===== config.mk =====
export PLATFORM = sky130hd
export DESIGN_NAME = bpsv_top
export DESIGN_NICKNAME = d
export VERILOG_FILES = /design/src/hdl/bpsv_pkg.sv /design/src/hdl/bpsv_top.sv
export SDC_FILE = /design/constraint.sdc
export NUM_CORES = 1
export LEC_CHECK = 0
export BUFFER_PORTS_ARGS = -buffer_cell sky130_fd_sc_hd__buf_4
export CAP_MARGIN = 20
export CORE_MARGIN = 4
export CORE_UTILIZATION = 25
export DETAILED_ROUTE_END_ITERATION = 8
export PLACE_DENSITY = 0.45
export SLEW_MARGIN = 10
export SYNTH_ARGS = -nofsm -noshare
export SYNTH_HDL_FRONTEND = slang
export SYNTH_SLANG_ARGS = --single-unit
export TNS_END_PERCENT = 5

===== constraint.sdc =====
create_clock -name aclk -period 7.9 [get_ports aclk]
set_clock_uncertainty 0.1 [all_clocks]
set_input_delay 1.185 -clock aclk [delete_from_list [all_inputs] [get_ports aclk]]
set_output_delay 1.185 -clock aclk [all_outputs]
set_load 0.1 [all_outputs]

===== src/hdl/bpsv_pkg.sv =====
// Constants, register map and state types of the buck sequencing and protection block
//--------------------------------------------------------------------------------
//--------------------------------------------------------------------------------
package bpsv_pkg;

  // Bus geometry
  localparam int ADDR_W = 8;
  localparam int DATA_W = 32;

  // Register byte offsets
  localparam logic [ADDR_W-1:0] REG_CTRL   = 8'h00;
  localparam logic [ADDR_W-1:0] REG_STATUS = 8'h04;
  localparam logic [ADDR_W-1:0] REG_VCODE  = 8'h08;
  localparam logic [ADDR_W-1:0] REG_RETRY  = 8'h0C;

  // Field positions, reset values and response codes
  localparam int   CTRL_EN_BIT  = 0;
  localparam logic CTRL_EN_RST  = 1'b1;
  localparam int   ST_OVL_BIT   = 4;
  localparam int   ST_OC_BIT    = 5;
  localparam int   ST_UV_BIT    = 6;
  localparam int   ST_PG_BIT    = 7;
  localparam int   VC_TGT_LSB   = 8;
  localparam int   VC_REF_LSB   = 16;
  localparam logic [1:0] RESP_OKAY   = 2'h0;
  localparam logic [1:0] RESP_SLVERR = 2'h2;

  // Voltage code decode, millivolt units
  localparam logic [4:0]  CODE_OFF     = 5'h1F;
  localparam logic [10:0] CODE_TOP_MV  = 11'h73A;
  localparam logic [10:0] CODE_STEP_MV = 11'h019;
  localparam logic [10:0] SS_RAMP_MV   = 11'h001;

  // Soft-start and hiccup timing in phase cycles, duty ceiling and retry limit
  localparam logic [10:0] SS_HIZ_LAST   = 11'h01F;
  localparam logic [10:0] SS_CLAMP_LAST = 11'h0B5;
  localparam logic [10:0] SS_LAST       = 11'h7FF;
  localparam logic [10:0] OC_WAIT_LAST  = 11'h7FF;
  localparam logic [7:0]  DUTY_MAX      = 8'hFF;
  localparam logic [15:0] RETRY_MAX     = 16'hFFFF;

  // Synchronised flag positions
  localparam int FLG_OC   = 0;
  localparam int FLG_OV   = 1;
  localparam int FLG_LVL  = 2;
  localparam int FLG_UV   = 3;
  localparam int FLG_EN   = 4;
  localparam int FLG_POR  = 5;
  localparam int FLG_TERM = 6;
  localparam int FLG_W    = 7;

  typedef enum logic [2:0] {
    ST_OFF, ST_SS_HIZ, ST_SS_CLAMP, ST_SS_RAMP, ST_RUN, ST_OC_WAIT, ST_OV
  } bpsv_state_t;

  // Whole state of the block
  typedef struct packed {
    bpsv_state_t       st;
    logic [10:0]       cnt;
    logic [10:0]       ref_mv;
    logic [4:0]        cur_code;
    logic [4:0]        tgt_code;
    logic [4:0]        samp_code;
    logic              stable;
    logic              step_ph;
    logic              ov_drive;
    logic              ov_latch;
    logic [7:0]        duty;
    logic [4:0]        code_m;
    logic [4:0]        code_s;
    logic [FLG_W-1:0]  flg_m;
    logic [FLG_W-1:0]  flg_s;
    logic [2:0]        pwm_m;
    logic [2:0]        pwm_s;
    logic              term_d;
    logic              sw_en;
    logic [15:0]       retries;
    logic [2:0]        pwm_o;
    logic [2:0]        pwm_oe_n;
    logic              pwr_good;
    logic              ref_inh;
    logic              aw_full;
    logic              w_full;
    logic [ADDR_W-1:0] aw_addr;
    logic [DATA_W-1:0] wdata;
    logic [3:0]        wstrb;
    logic              awready;
    logic              wready;
    logic              bvalid;
    logic [1:0]        bresp;
    logic              arready;
    logic              rvalid;
    logic [DATA_W-1:0] rdata;
    logic [1:0]        rresp;
  } bpsv_regs_t;

endpackage


===== src/hdl/bpsv_top.sv =====
// Sequencing, protection and reference stepping core with AXI4-Lite registers
//
// Local design decisions: the register offsets and register access over AXI4-Lite.
`timescale 1ns/1ns
module bpsv_top (
  // Clock and reset
  input  wire logic                          aclk,
  input  wire logic                          aresetn,
  // AXI4-Lite write address and data
  input  wire logic [bpsv_pkg::ADDR_W-1:0]   s_axi_awaddr,
  input  wire logic                          s_axi_awvalid,
  output logic                               s_axi_awready,
  input  wire logic [bpsv_pkg::DATA_W-1:0]   s_axi_wdata,
  input  wire logic [3:0]                    s_axi_wstrb,
  input  wire logic                          s_axi_wvalid,
  output logic                               s_axi_wready,
  // AXI4-Lite write response
  output logic [1:0]                         s_axi_bresp,
  output logic                               s_axi_bvalid,
  input  wire logic                          s_axi_bready,
  // AXI4-Lite read
  input  wire logic [bpsv_pkg::ADDR_W-1:0]   s_axi_araddr,
  input  wire logic                          s_axi_arvalid,
  output logic                               s_axi_arready,
  output logic [bpsv_pkg::DATA_W-1:0]        s_axi_rdata,
  output logic [1:0]                         s_axi_rresp,
  output logic                               s_axi_rvalid,
  input  wire logic                          s_axi_rready,
  // Asynchronous pins and comparator results
  input  wire logic [4:0]                    voltage_code,
  input  wire logic                          supply_por_ok_in,
  input  wire logic                          enable_in,
  input  wire logic                          oc_cmp_in,
  input  wire logic                          ov_cmp_in,
  input  wire logic                          at_level_cmp_in,
  input  wire logic                          uv_cmp_in,
  input  wire logic                          phase1_term_in,
  input  wire logic [2:0]                    pwm_req_in,
  // Driver side and analog controls
  output logic [2:0]                         pwm_out,
  output logic [2:0]                         pwm_oe_n,
  output logic                               power_good_out,
  output logic [10:0]                        reference_level,
  output logic                               reference_inhibit,
  output logic [7:0]                         duty_limit
);
  import bpsv_pkg::*;

  bpsv_regs_t s_r;
  bpsv_regs_t s_nxt;

  //----------------------------------------------------------------------------
  // Helper functions
  //----------------------------------------------------------------------------

  // Reference in millivolts for a code
  // The shutdown code is never a live target, so its value is never used
  function automatic logic [10:0] code_mv(input logic [4:0] code);
    logic [15:0] prod;
    prod = 16'(CODE_STEP_MV) * 16'(code);
    return CODE_TOP_MV - prod[10:0];
  endfunction

  // True for a mapped, word-aligned register offset
  function automatic logic addr_hit(input logic [ADDR_W-1:0] a);
    return (a == REG_CTRL) || (a == REG_STATUS) || (a == REG_VCODE) || (a == REG_RETRY);
  endfunction

  //----------------------------------------------------------------------------
  // Next-state logic
  //----------------------------------------------------------------------------

  // All state is computed here and registered once below
  always_comb begin
    logic tick;
    logic run_ok;
    logic oc_ev;
    logic retry_clr;
    logic [10:0] ss_top;
    tick      = 1'b0;
    run_ok    = 1'b0;
    oc_ev     = 1'b0;
    retry_clr = 1'b0;
    ss_top    = '0;
    s_nxt     = s_r;

    // Two-stage synchronisers; only the second stage feeds logic
    s_nxt.code_m = voltage_code;
    s_nxt.code_s = s_r.code_m;
    s_nxt.flg_m  = {phase1_term_in, supply_por_ok_in, enable_in, uv_cmp_in,
                    at_level_cmp_in, ov_cmp_in, oc_cmp_in};
    s_nxt.flg_s  = s_r.flg_m;
    // The modulator request is a pin as well; it lags three clocks
    s_nxt.pwm_m  = pwm_req_in;
    s_nxt.pwm_s  = s_r.pwm_m;
    s_nxt.term_d = s_r.flg_s[FLG_TERM];

    // One switching cycle per rising termination edge of phase one
    tick   = s_r.flg_s[FLG_TERM] & ~s_r.term_d;
    run_ok = s_r.flg_s[FLG_POR] & s_r.flg_s[FLG_EN] & s_r.sw_en &
             (s_r.code_s != CODE_OFF);

    // Code changes are confirmed only on cycle boundaries; a change must hold one cycle
    if (tick) begin
      if (s_r.code_s != s_r.samp_code) begin
        s_nxt.samp_code = s_r.code_s;
        s_nxt.stable    = 1'b0;
      end else if (!s_r.stable) begin
        s_nxt.stable = 1'b1;
        if (s_r.samp_code != CODE_OFF) begin
          s_nxt.tgt_code = s_r.samp_code;
        end
      end
    end

    // Sequencer; supply loss outranks overvoltage, which outranks the rest
    if (!s_r.flg_s[FLG_POR]) begin
      s_nxt.st       = ST_OFF;
      s_nxt.ov_latch = 1'b0;
      s_nxt.ov_drive = 1'b0;
    end else if (s_r.flg_s[FLG_OV]) begin
      s_nxt.st       = ST_OV;
      s_nxt.ov_latch = 1'b1;
      s_nxt.ov_drive = 1'b1;
    end else begin
      unique case (s_r.st)
        ST_OFF: begin
          if (run_ok) begin
            s_nxt.st        = ST_SS_HIZ;
            // Present code becomes the target the ramp aims at
            s_nxt.cnt       = '0;
            s_nxt.samp_code = s_r.code_s;
            s_nxt.tgt_code  = s_r.code_s;
            s_nxt.stable    = 1'b1;
          end
        end

        // One count runs through all three soft-start phases
        ST_SS_HIZ, ST_SS_CLAMP, ST_SS_RAMP: begin
          if (!run_ok) begin
            s_nxt.st = ST_OFF;
          end else if (s_r.flg_s[FLG_OC]) begin
            s_nxt.st  = ST_OC_WAIT;
            s_nxt.cnt = '0;
            oc_ev     = 1'b1;
          end else if (tick) begin
            s_nxt.cnt = s_r.cnt + 11'h001;
            if (s_r.st == ST_SS_HIZ && s_r.cnt == SS_HIZ_LAST) begin
              s_nxt.st = ST_SS_CLAMP;
            end else if (s_r.st == ST_SS_CLAMP && s_r.cnt == SS_CLAMP_LAST) begin
              s_nxt.st = ST_SS_RAMP;
            end else if (s_r.st == ST_SS_RAMP && s_r.cnt == SS_LAST) begin
              s_nxt.st       = ST_RUN;
              s_nxt.cur_code = s_r.tgt_code;
              s_nxt.step_ph  = 1'b0;
            end
          end
        end

        // Regulation; a confirmed code is walked one step at a time
        ST_RUN: begin
          if (!run_ok) begin
            s_nxt.st = ST_OFF;
          end else if (s_r.flg_s[FLG_OC]) begin
            s_nxt.st  = ST_OC_WAIT;
            s_nxt.cnt = '0;
            oc_ev     = 1'b1;
          end else if (tick) begin
            // Step one code every second cycle toward the target
            if (s_r.cur_code == s_r.tgt_code) begin
              s_nxt.step_ph = 1'b0;
            end else begin
              s_nxt.step_ph = ~s_r.step_ph;
              if (s_r.step_ph) begin
                if (s_r.cur_code < s_r.tgt_code) begin
                  s_nxt.cur_code = s_r.cur_code + 5'h01;
                end else begin
                  s_nxt.cur_code = s_r.cur_code - 5'h01;
                end
              end
            end
          end
        end

        ST_OC_WAIT: begin
          // Hiccup retries keep going while enabled
          if (!run_ok) begin
            s_nxt.st = ST_OFF;
          end else if (tick) begin
            s_nxt.cnt = s_r.cnt + 11'h001;
            if (s_r.cnt == OC_WAIT_LAST) begin
              s_nxt.st  = ST_SS_HIZ;
              s_nxt.cnt = '0;
            end
          end
        end

        ST_OV: begin
          // Latched: only a supply power cycle leaves this state
          if (s_r.flg_s[FLG_LVL]) begin
            s_nxt.ov_drive = 1'b0;
          end
          s_nxt.st = ST_OV;
        end

        // The eighth state code is unused; an upset there falls back to off
        default: begin
          s_nxt.st = ST_OFF;
        end
      endcase
    end

    // Reference and duty limit follow the state just chosen
    // The ramp moves only on ticks inside the ramp, never on entry
    ss_top = code_mv(s_nxt.tgt_code);
    unique case (s_nxt.st)
      ST_SS_RAMP: begin
        if (tick && s_r.st == ST_SS_RAMP) begin
          if (s_r.ref_mv + SS_RAMP_MV >= ss_top) begin
            s_nxt.ref_mv = ss_top;
          end else begin
            s_nxt.ref_mv = s_r.ref_mv + SS_RAMP_MV;
          end
          if (s_r.duty != DUTY_MAX) begin
            s_nxt.duty = s_r.duty + 8'h01;
          end
        end
      end
      ST_RUN: begin
        s_nxt.ref_mv = code_mv(s_nxt.cur_code);
        s_nxt.duty   = DUTY_MAX;
      end
      default: begin
        s_nxt.ref_mv = '0;
        s_nxt.duty   = '0;
      end
    endcase
    s_nxt.ref_inh = !(s_nxt.st == ST_SS_RAMP || s_nxt.st == ST_RUN);

    // Pin drive from the next state, so protection acts on the next edge
    // Costs logic depth but saves a clock of reaction time
    unique case (s_nxt.st)
      ST_OV: begin
        s_nxt.pwm_o    = '0;
        s_nxt.pwm_oe_n = {3{~s_nxt.ov_drive}};
      end
      ST_SS_CLAMP: begin
        s_nxt.pwm_o    = '0;
        s_nxt.pwm_oe_n = '0;
      end
      ST_SS_RAMP, ST_RUN: begin
        s_nxt.pwm_o    = s_r.pwm_s;
        s_nxt.pwm_oe_n = '0;
      end
      default: begin
        s_nxt.pwm_o    = '0;
        s_nxt.pwm_oe_n = '1;
      end
    endcase

    // Undervoltage only masks power-good and is never remembered
    // Run begins only at the last soft-start tick, so no early good
    s_nxt.pwr_good = (s_nxt.st == ST_RUN) && !s_r.flg_s[FLG_UV];

    // Shutdown counter saturates
    // so a long hiccup run never wraps back to a small count
    if (oc_ev && s_r.retries != RETRY_MAX) begin
      s_nxt.retries = s_r.retries + 16'h0001;
    end

    // AXI write: address and data accepted independently
    if (s_r.awready && s_axi_awvalid) begin
      s_nxt.aw_full = 1'b1;
      s_nxt.aw_addr = s_axi_awaddr;
    end
    if (s_r.wready && s_axi_wvalid) begin
      s_nxt.w_full = 1'b1;
      s_nxt.wdata  = s_axi_wdata;
      s_nxt.wstrb  = s_axi_wstrb;
    end
    if (s_r.bvalid && s_axi_bready) begin
      s_nxt.bvalid = 1'b0;
    end
    if (s_r.aw_full && s_r.w_full && !s_r.bvalid) begin
      s_nxt.aw_full = 1'b0;
      s_nxt.w_full  = 1'b0;
      s_nxt.bvalid  = 1'b1;
      s_nxt.bresp   = addr_hit(s_r.aw_addr) ? RESP_OKAY : RESP_SLVERR;
      // Only lane zero carries a field; other lanes are ignored
      if (s_r.aw_addr == REG_CTRL && s_r.wstrb[0]) begin
        s_nxt.sw_en = s_r.wdata[CTRL_EN_BIT];
      end
      if (s_r.aw_addr == REG_RETRY) begin
        retry_clr = 1'b1;
      end
    end

    // A shutdown in the clearing cycle still counts
    if (retry_clr) begin
      s_nxt.retries = {15'h0000, oc_ev};
    end
    // A channel closes once its item is held, reopens after the response
    s_nxt.awready = !s_nxt.aw_full && !s_nxt.bvalid;
    s_nxt.wready  = !s_nxt.w_full && !s_nxt.bvalid;

    // AXI read: one outstanding, data registered with the response
    if (s_r.rvalid && s_axi_rready) begin
      s_nxt.rvalid = 1'b0;
    end
    if (s_r.arready && s_axi_arvalid) begin
      s_nxt.rvalid = 1'b1;
      s_nxt.rresp  = addr_hit(s_axi_araddr) ? RESP_OKAY : RESP_SLVERR;
      // Unmapped offsets read as zero with an error response
      s_nxt.rdata  = '0;
      unique case (s_axi_araddr)
        REG_CTRL: s_nxt.rdata[CTRL_EN_BIT] = s_r.sw_en;
        REG_STATUS: begin
          s_nxt.rdata[2:0]        = s_r.st;
          s_nxt.rdata[ST_OVL_BIT] = s_r.ov_latch;
          s_nxt.rdata[ST_OC_BIT]  = s_r.flg_s[FLG_OC];
          s_nxt.rdata[ST_UV_BIT]  = s_r.flg_s[FLG_UV];
          s_nxt.rdata[ST_PG_BIT]  = s_r.pwr_good;
        end
        REG_VCODE: begin
          s_nxt.rdata[4:0]                       = s_r.cur_code;
          s_nxt.rdata[VC_TGT_LSB +: 5]           = s_r.tgt_code;
          s_nxt.rdata[VC_REF_LSB +: 11]          = s_r.ref_mv;
        end
        REG_RETRY: s_nxt.rdata[15:0] = s_r.retries;
        default:   s_nxt.rdata = '0;
      endcase
    end
    // Address refused while a response waits: one read at a time
    s_nxt.arready = !s_nxt.rvalid;
  end

  //----------------------------------------------------------------------------
  // State register
  //----------------------------------------------------------------------------

  // Synchronous reset; outputs float and the bus is idle
  always_ff @(posedge aclk) begin
    if (!aresetn) begin
      s_r           <= '0;
      s_r.sw_en     <= CTRL_EN_RST;
      s_r.pwm_oe_n  <= '1;
      s_r.ref_inh   <= 1'b1;
      // Codes start at shutdown so nothing steps before a start
      s_r.samp_code <= CODE_OFF;
      s_r.tgt_code  <= CODE_OFF;
      s_r.cur_code  <= CODE_OFF;
      s_r.st        <= ST_OFF;
    end else begin
      s_r <= s_nxt;
    end
  end

  //----------------------------------------------------------------------------
  // Outputs, straight from the state register
  //----------------------------------------------------------------------------
  assign s_axi_awready     = s_r.awready;
  assign s_axi_wready      = s_r.wready;
  assign s_axi_bvalid      = s_r.bvalid;
  assign s_axi_bresp       = s_r.bresp;
  assign s_axi_arready     = s_r.arready;
  assign s_axi_rvalid      = s_r.rvalid;
  assign s_axi_rdata       = s_r.rdata;
  assign s_axi_rresp       = s_r.rresp;
  assign pwm_out           = s_r.pwm_o;
  assign pwm_oe_n          = s_r.pwm_oe_n;
  assign power_good_out    = s_r.pwr_good;
  assign reference_level   = s_r.ref_mv;
  assign reference_inhibit = s_r.ref_inh;
  assign duty_limit        = s_r.duty;

endmodule // bpsv_top


Word level (Yosys, flattened, before mapping)
Cells that the tools add are included.
Operators by class
  reductions and logical operators: 45
  add/sub/neg operators: 8
  multiplexer cells: 91
  multipliers: 2
  bitwise operators: 9
  equality and inequality tests: 41
  magnitude comparators: 2
Operators with widths (number)
  11-bit two-way mux: 9
  14-bit two-way mux: 6
  5-bit two-way mux: 16
  11-bit case mux with 4 select lines: 1
  35-bit two-way mux: 1
  17-bit two-way mux: 2
  8-bit by 4-bit == test with 1-bit output, second input constant: 4
  3-bit two-way mux: 10
  2-bit != test, second input constant: 15
  1-bit two-way mux: 28
  11-bit by 1-bit adder with 11-bit output, second input constant: 2
  11-bit case mux with 2 select lines: 1
  11-bit by 10-bit subtractor with 11-bit output, first input constant: 2
  5-bit by 5-bit multiplier with 10-bit output, first input constant: 2
  5-bit case mux with 2 select lines: 2
  6-bit case mux with 3 select lines: 1
  16-bit by 1-bit adder with 16-bit output, second input constant: 1
  8-bit by 3-bit == test with 1-bit output, second input constant: 2
  1-bit logical AND: 16
  8-bit zero test: 2
  8-bit two-way mux: 2
  16-bit != test, second input constant: 1
  8-bit case mux with 2 select lines: 1
  3-bit == test, second input constant: 5
  other kinds (35): 66
Word-level totals
  input port bits: 74
  output and inout port bits: 68
  word-level logic and storage cells: 236
  flip-flop bits (word level): 156

Depth between registers and ports, before layout
Gate-level depths: netlist (run 1).
  depth in word-level cells: 17
  mapped depth: 28
  depth with buffers taken out: 26

Worst setup path after synthesis (run 1)
Ideal clock, no wire load.
  path kind: register to register
  start point: register s_r[134] (netlist bit)
  end point: register s_r (netlist bit reference_level[7])
  required time: 7.681 ns
  path buffers: 0
  setup slack: 2.386 ns
  arrival time: 5.295 ns
  cell stages (with the launch flop): 26
  library setup time: 0.119 ns
  clock period less this slack: 5.514 ns
  cells stage by stage: dfxtp_1 -> xor2_1 -> nor3_1 -> nand3_1 -> o221a_2 -> a31oi_1 -> inv_1 -> ha_1 -> ha_1 -> inv_1 -> fa_1 -> ha_1 -> a21oi_1 -> o21ai_0 -> a21o_1 -> a21oi_1 -> xnor2_1 -> inv_1 -> ha_1 -> nand4_1 -> or3_1 -> a21oi_1 -> nor2_1 -> and2_1 -> o31a_1 -> o221a_2
RTL lines
  start: declaration: line bpsv_top.sv:49  | bpsv_regs_t s_r;
  start signal: assignment: line bpsv_top.sv:354  | s_r <= s_nxt;

==> metrics.csv, run 1 <==
stage,metric,value,unit
cells_and_area,final-layout fill cell count,3657,
run,number of max-cap violations,0,
cells_and_area,share of final-layout standard cells stronger than drive strength 1,0.167,
detailed_routing,DR DRC count,0,
die,core outline area,33900,sq um
detailed_routing,number of DRC violations after detailed-routing iteration 0,495,
yosys,summed instance area of the synthesized netlist,8670,sq um
run_status,status,"finished, final reports clean",
detailed_routing,vias per inst,4.60,
yosys,most common cell in the netlist,dfxtp_1,
cells_and_area,net count of the finished layout,1186,
detailed_routing,WL/cell,15.2,microns
yosys,synth top area cells,"dfxtp_1 (35%), ha_1 (8.2%), buf_4 (5.3%), and2_1 (3.5%), o21ai_0 (3.3%)",
clock_tree,number of clock sinks seen by CTS,152,
die,height of the chip,194,microns
worst_setup_path,delay of the slowest critical-path stage,0.57,ns
die,I/O pin cnt,142,
timing,highest clock rate,150,MHz
min_path,worst hold-check path type,flip-flop to flip-flop,
yosys,count of warnings emitted by yosys,0,
yosys,number of enable-type register cells in the synthesized netlist,0,
cells_and_area,final design instance area without fill,10100,sq um
detailed_routing,Pre-antenna DRT Iters,5,
power,pwr dens,191,nW/um^2
worst_setup_path,cell at the slowest stage of the critical path,a21oi_1,
yosys,post-synth top area share,0.351,
clock_tree,buffer count from post-CTS setup fixing,0,
worst_setup_path,crit path capture type,flip-flop,
timing,number of pins with negative max-slew slack in the final report,0,
clock_tree,Root Buffer,clkbuf_16,
timing,setup violators final,0,
power,static leakage,4.13,nW
global_routing,via count of the first global-routing pass,6858,
placed_design,final weighted congestion of routability-driven global placement,0.798,
clock_tree,Skew-Pair Late Insertion Delay,0.43,ns
die,die area,37700,sq um
clock_tree,H-tree depth reported by CTS,4,
worst_setup_path,sum of buffers and inverters on the critical path,2,
timing,Sum Neg Setup Slack,0,ns
global_routing,number of antenna violations at the first check in global routing,0,
detailed_routing,via count,6947,
worst_setup_path,top fanout value on the critical path,11,
die,floorplan row count,67,
worst_setup_path,Critical Path Stages,24,
yosys,cell accounting for the most synthesized area,dfxtp_1,
yosys,post-synthesis sequential element count,152,
yosys,post-synthesis area per instance,8.51,sq um
clock_tree,number of buffers created by CTS,17,
worst_setup_path,Critical Path AT,6.88,ns
clock_tree,maximum buffer depth of the clock tree,2,
detailed_routing,overall routed net length,22900,microns
yosys,dominant synthesized flop cell,dfxtp_1,
yosys,register area share after synthesis,0.351,
yosys,most numerous cell types in the synthesized netlist,"dfxtp_1 (152), nor2_1 (75), nand2_1 (69)",
clock_tree,post-cts sizing count,0,
global_routing,wire length of the first global-routing pass,37300,microns
min_path,Hold Path Cell Cnt,1,
worst_setup_path,startpoint types,flip-flop,
placed_design,worst slack after detailed placement,1.25,ns
placed_design,detailed placer's ending HPWL,17400,microns
worst_setup_path,category of cells accounting for the largest share of critical-path delay,compound AO/OA/AOI/OAI gates,
worst_setup_path,worst reg-to-reg path cell count,24,
placed_design,post-place instance area,9460,sq um
timing,unrepaired setup endpoints after global routing,no,
cells_and_area,final cell count without fillers,1511,
die,effective utilization at floorplan,0.256,
global_routing,global-route usage over all layers,0.121,
global_routing,remaining global-route overflow,0,
worst_setup_path,sequence of cells on the critical path,"xor2_1, nor3_1, nand3_1, o221a_2, a31oi_1, inv_1, ha_1, ha_1, inv_1, fa_1, ha_1, a21oi_1, o21ai_0, a21oi_1, xor2_1, ha_1, nor2_1, o21ai_0, o211ai_1, a21oi_1, nor2_1, and2_1, o31a_1, o221a_2",
worst_setup_path,Crit path top cell by count,ha_1,
clock_tree,Post-CTS Hold Buffers,0,
timing,setup ws final,1.25,ns
global_routing,largest net degree at the start of global routing,87,
cells_and_area,area added between synthesis and finish,16.9,%
worst_setup_path,critical path class,flip-flop to flip-flop,
power,largest voltage drop on the vdd net,148,uV
timing,post-layout min period,6.65,ns
timing,post-route fraction of the period consumed by the critical path,0.842,
timing,relative slew slack,0.338,
cells_and_area,core utilization of the finished layout,0.299,
placed_design,number of placed instances with taps included,1479,
timing,Fin. Hold Viols,0,
die,Die X,194,microns
timing,measured slew at the worst slew-check pin,0.994,ns
yosys,number of distinct library cells after synthesis,69,
placed_design,count of port buffers added during placement,100,
cells_and_area,diode insertion count for antenna repair,0,
worst_setup_path,Worst EP required,8.12,ns
yosys,fraction of registers with async set/reset,0,
yosys,Cells after Synth,1019,
detailed_routing,final antenna-violating net count,0,
clock_tree,register clock-pin slew on the reported worst setup and hold paths,0.06,ns
clock_tree,CTS tree,done,
-- worst reg2reg max path: cells and delay by family (launching register included) --
kind / cells / cell delay, ns
AOI/OAI and AO/OA: 10 / 2.61
xor gates and xnor gates: 2 / 0.43
adders and majority gates: 5 / 1.55
buffers and inverters: 2 / 0.28
DFF: 1 / 0.34
and+or+nand+nor: 5 / 1.26
-- registers in the layout, summed over array words and instances (netlist names), 3 cells and up --
signal           cells
duty_limit           8
reference_level     11
s_nxt               16
s_axi_rdata         27
s_r                 77
pwm_out              3
-- logic make-up (layout without fill, tap and decap cells) --
kind of cell    Yosys count  after routing  synth area share
fa+ha+maj                62             62            0.0938
compound gates          212            212             0.165
other cells               1              7          0.000433
xor+xnor                 47             47            0.0475
flops                   152            152             0.351
mux                      21             21            0.0267
simple gates            365            365             0.219
buf+inv                 159            197            0.0964
-- layout make-up --
cell class / count / area [sq um] / share of cell area
clock inverters: 13 / 240 / 0.0237
flip-flops and latches: 152 / 3040 / 0.300
repair buffers: 109 / 838 / 0.0827
clock buffers: 19 / 433 / 0.0427
multi-input cells: 714 / 4810 / 0.475
inverters: 56 / 210 / 0.0207
well taps: 448 / 561 / 0.0553
-- per-stage QoR --
| step | power, W | hold slack (ns) |
|---|---|---|
| detailed placement | 0.00101 | 0.322 |
| finish | 0.00193 | 0.332 |
| CTS | 0.00197 | 0.332 |
| floorplan | 0.000956 | 0.301 |
| global placement | 0.00100 | 0.306 |
| global route | 0.00201 | 0.351 |
-- layer usage --
metal	GRT usage	vias to the layer above	share of wire	wire length, microns
met5	0	-	0	0
met1	0.170	3274	0.51	11800
met4	0.0281	0	0.0083	191
met2	0.189	112	0.44	10100
met3	0.0290	11	0.037	859
li1	-	3550	-	-
-- cells in the final DEF (no fill, tap or decap), drive strengths merged, types with 5 or more instances in the layout --
cell type	synthesis	final
nand3	50	50
buf	71	109
o31ai	8	8
conb	1	7
a22oi	22	22
clkbuf	32	19
bufinv	0	6
nand2b	8	8
o221a	16	16
a31oi	6	6
and3	12	12
and2	51	51
mux2i	13	13
o21a	6	6
nor2	75	75
inv	56	61
xor2	23	23
a21boi	17	17
nand2	71	71
mux2	7	7
nor2b	32	32
nand4	16	16
or3	6	6
fa	5	5
o21ai	58	58
nor3	20	20
a21o	6	6
or4	5	5
a21oi	47	47
dfxtp	152	152
xnor2	24	24
ha	57	57
-- power breakdown --
group	total [W]	internal, W	leakage, nW	switching (W)
clock network	0.000943	0.000599	0.329	0.000344
logic	0.000191	0.0000680	2.56	0.000123
registers	0.000797	0.000783	1.24	0.0000144
total	0.00193	0.00145	4.13	0.000481
-- worst paths after layout --
kind | slack, ns | from | to
setup / recovery | 1.25 | s_r[134] | reference_level[7]
hold / removal | 0.33 | s_r[113] | pwm_out[0]
setup reg to reg | 1.25 | s_r[134] | reference_level[7]
hold reg to reg | 0.33 | s_r[113] | pwm_out[0]
Note: power is estimated with default switching activity, not from simulation.
==> inputs of run 2 (changes only) <==
Clock period 7.9 ns to 6.2 ns, I/O delays scaled along.
==> run 2 against run 1 <==
Effect of this change: fmax up 15%; clock power up 15%; via count up 1.7%; utilization up 0.36 points; wire length up 1.5%; die area unchanged; global-route usage up 0.094 points; power up 22%; first-iteration DRC count down 38%; design area up 1.2%; sequential share of layout area down 0.36 points; critical path depth up 3; largest cell class unchanged.
==> metrics.csv, run 2 (synthesis gave the netlist of run 1 again) <==
stage,metric,value,unit
clock_tree,Root Buffer,clkbuf_16,
global_routing,via count of the first global-routing pass,6843,
worst_setup_path,Critical Path AT,6.08,ns
detailed_routing,via count,7066,
placed_design,number of placed instances with taps included,1503,
die,core outline area,33900,sq um
timing,highest clock rate,172,MHz
worst_setup_path,startpoint types,flip-flop,
clock_tree,register clock-pin slew on the reported worst setup and hold paths,0.06,ns
worst_setup_path,critical path class,flip-flop to flip-flop,
detailed_routing,final antenna-violating net count,0,
die,die area,37700,sq um
die,Die X,194,microns
timing,measured slew at the worst slew-check pin,1.02,ns
cells_and_area,diode insertion count for antenna repair,0,
timing,relative slew slack,0.322,
power,pwr dens,229,nW/um^2
placed_design,count of port buffers added during placement,100,
cells_and_area,Top reg by flops,s_r,
detailed_routing,overall routed net length,23300,microns
min_path,worst hold-check path type,flip-flop to flip-flop,
die,I/O pin cnt,142,
clock_tree,number of clock sinks seen by CTS,152,
global_routing,largest net degree at the start of global routing,75,
power,largest voltage drop on the vdd net,177,uV
clock_tree,CTS tree,done,
run,number of max-cap violations,0,
cells_and_area,"flip-flop count of the largest register, all copies and words added",77,
placed_design,final weighted congestion of routability-driven global placement,0.802,
global_routing,number of antenna violations at the first check in global routing,0,
cells_and_area,area added between synthesis and finish,18.3,%
clock_tree,Skew-Pair Late Insertion Delay,0.43,ns
cells_and_area,most common library cell in the layout ignoring fill and taps,dfxtp_1,
cells_and_area,"leading cell types in the layout, fill and taps excluded","dfxtp_1 (152), buf_4 (132), nor2_1 (75)",
clock_tree,number of buffers created by CTS,17,
cells_and_area,net count of the finished layout,1210,
detailed_routing,DR DRC count,0,
timing,Sum Neg Setup Slack,0,ns
worst_setup_path,crit path capture type,flip-flop,
worst_setup_path,top fanout value on the critical path,6,
cells_and_area,final-layout fill cell count,3646,
worst_setup_path,r2r setup slk,0.40,ns
power,static leakage,4.21,nW
die,height of the chip,194,microns
cells_and_area,core utilization of the finished layout,0.303,
detailed_routing,vias per inst,4.60,
cells_and_area,final design instance area without fill,10300,sq um
placed_design,detailed placer's ending HPWL,17700,microns
cells_and_area,final cell count without fillers,1535,
worst_setup_path,cell at the slowest stage of the critical path,fa_1,
worst_setup_path,delay of the slowest critical-path stage,0.42,ns
global_routing,global-route usage over all layers,0.122,
detailed_routing,WL/cell,15.2,microns
timing,setup violators final,0,
detailed_routing,number of DRC violations after detailed-routing iteration 0,305,
global_routing,remaining global-route overflow,0,
global_routing,wire length of the first global-routing pass,37700,microns
detailed_routing,Pre-antenna DRT Iters,4,
clock_tree,H-tree depth reported by CTS,4,
timing,number of pins with negative max-slew slack in the final report,0,
die,effective utilization at floorplan,0.256,
timing,Fin. Hold Viols,0,
clock_tree,maximum buffer depth of the clock tree,2,
run_status,status,"finished, final reports clean",
cells_and_area,share of final-layout standard cells stronger than drive strength 1,0.190,
worst_setup_path,Worst EP required,6.48,ns
clock_tree,Post-CTS Hold Buffers,0,
timing,post-route fraction of the period consumed by the critical path,0.936,
timing,post-layout min period,5.80,ns
die,floorplan row count,67,
placed_design,post-place instance area,9640,sq um
## run 2: cell types whose count changed in the layout (fill, tap and decap cells not counted), sizes merged
| cell | change |
|---|---|
| clkinvlp | +1 |
| clkinv | +1 |
| clkbuf | +2 |
| bufinv | -4 |
| buf | +24 |
## run 2: stage by stage
step           worst slack [ns]  hold slack, ns  power [W]
6_report                  0.396           0.327    0.00235
5_1_grt                -0.00347           0.342    0.00246
4_1_cts                   0.183           0.330    0.00239
3_5_place_dp              0.251           0.316    0.00129
3_3_place_gp              0.311           0.307    0.00129
2_1_floorplan             0.686           0.301    0.00122
## run 2: routing by layer
| metal | up-vias | wire length (microns) | track usage |
|---|---|---|---|
| li1 | 3591 | - | - |
| met2 | 134 | 10100 | 0.187 |
| met5 | - | 0 | 0 |
| met4 | 0 | 194 | 0.0271 |
| met3 | 11 | 972 | 0.0283 |
| met1 | 3330 | 12100 | 0.176 |
## run 2: critical path: cells and delay by family (launching register included)
family,cells,cell delay (ns)
mux,2,0.45
compound gates,9,1.54
flops,1,0.35
fa+ha+maj,5,1.57
buf+inv,4,0.49
simple gates,5,0.91
xor+xnor,2,0.34
## run 2: power breakdown
| part | internal [W] | switching (W) | total (W) |
|---|---|---|---|
| registers | 0.000998 | 0.0000178 | 0.00102 |
| logic | 0.0000948 | 0.000160 | 0.000255 |
| clock network | 0.000633 | 0.000444 | 0.00108 |
## run 2: final timing paths
check             startpoint            endpoint  depth (start not counted)
hold / removal      s_r[114]          pwm_out[1]                          1
setup / recovery    s_r[134]  reference_level[0]                         27
hold reg to reg     s_r[114]          pwm_out[1]                          1
setup reg to reg    s_r[134]  reference_level[0]                         27
## run 2: cell type report
cell class / instances / area [sq um] / area share
repair buffers: 133 / 1020 / 0.0993
clock buffers: 21 / 470 / 0.0459
flip-flops and latches: 152 / 3040 / 0.297
well taps: 448 / 561 / 0.0546
inverters: 56 / 210 / 0.0205
clock inverters: 11 / 134 / 0.0131
multi-input cells: 714 / 4820 / 0.470
## run 2: repair_timing
| item | CTS | global route |
|---|---|---|
| endpoints found under the setup margin | 0 | 11 |
| setup buffers | 0 | 0 |
| resized for setup | 0 | 3 |
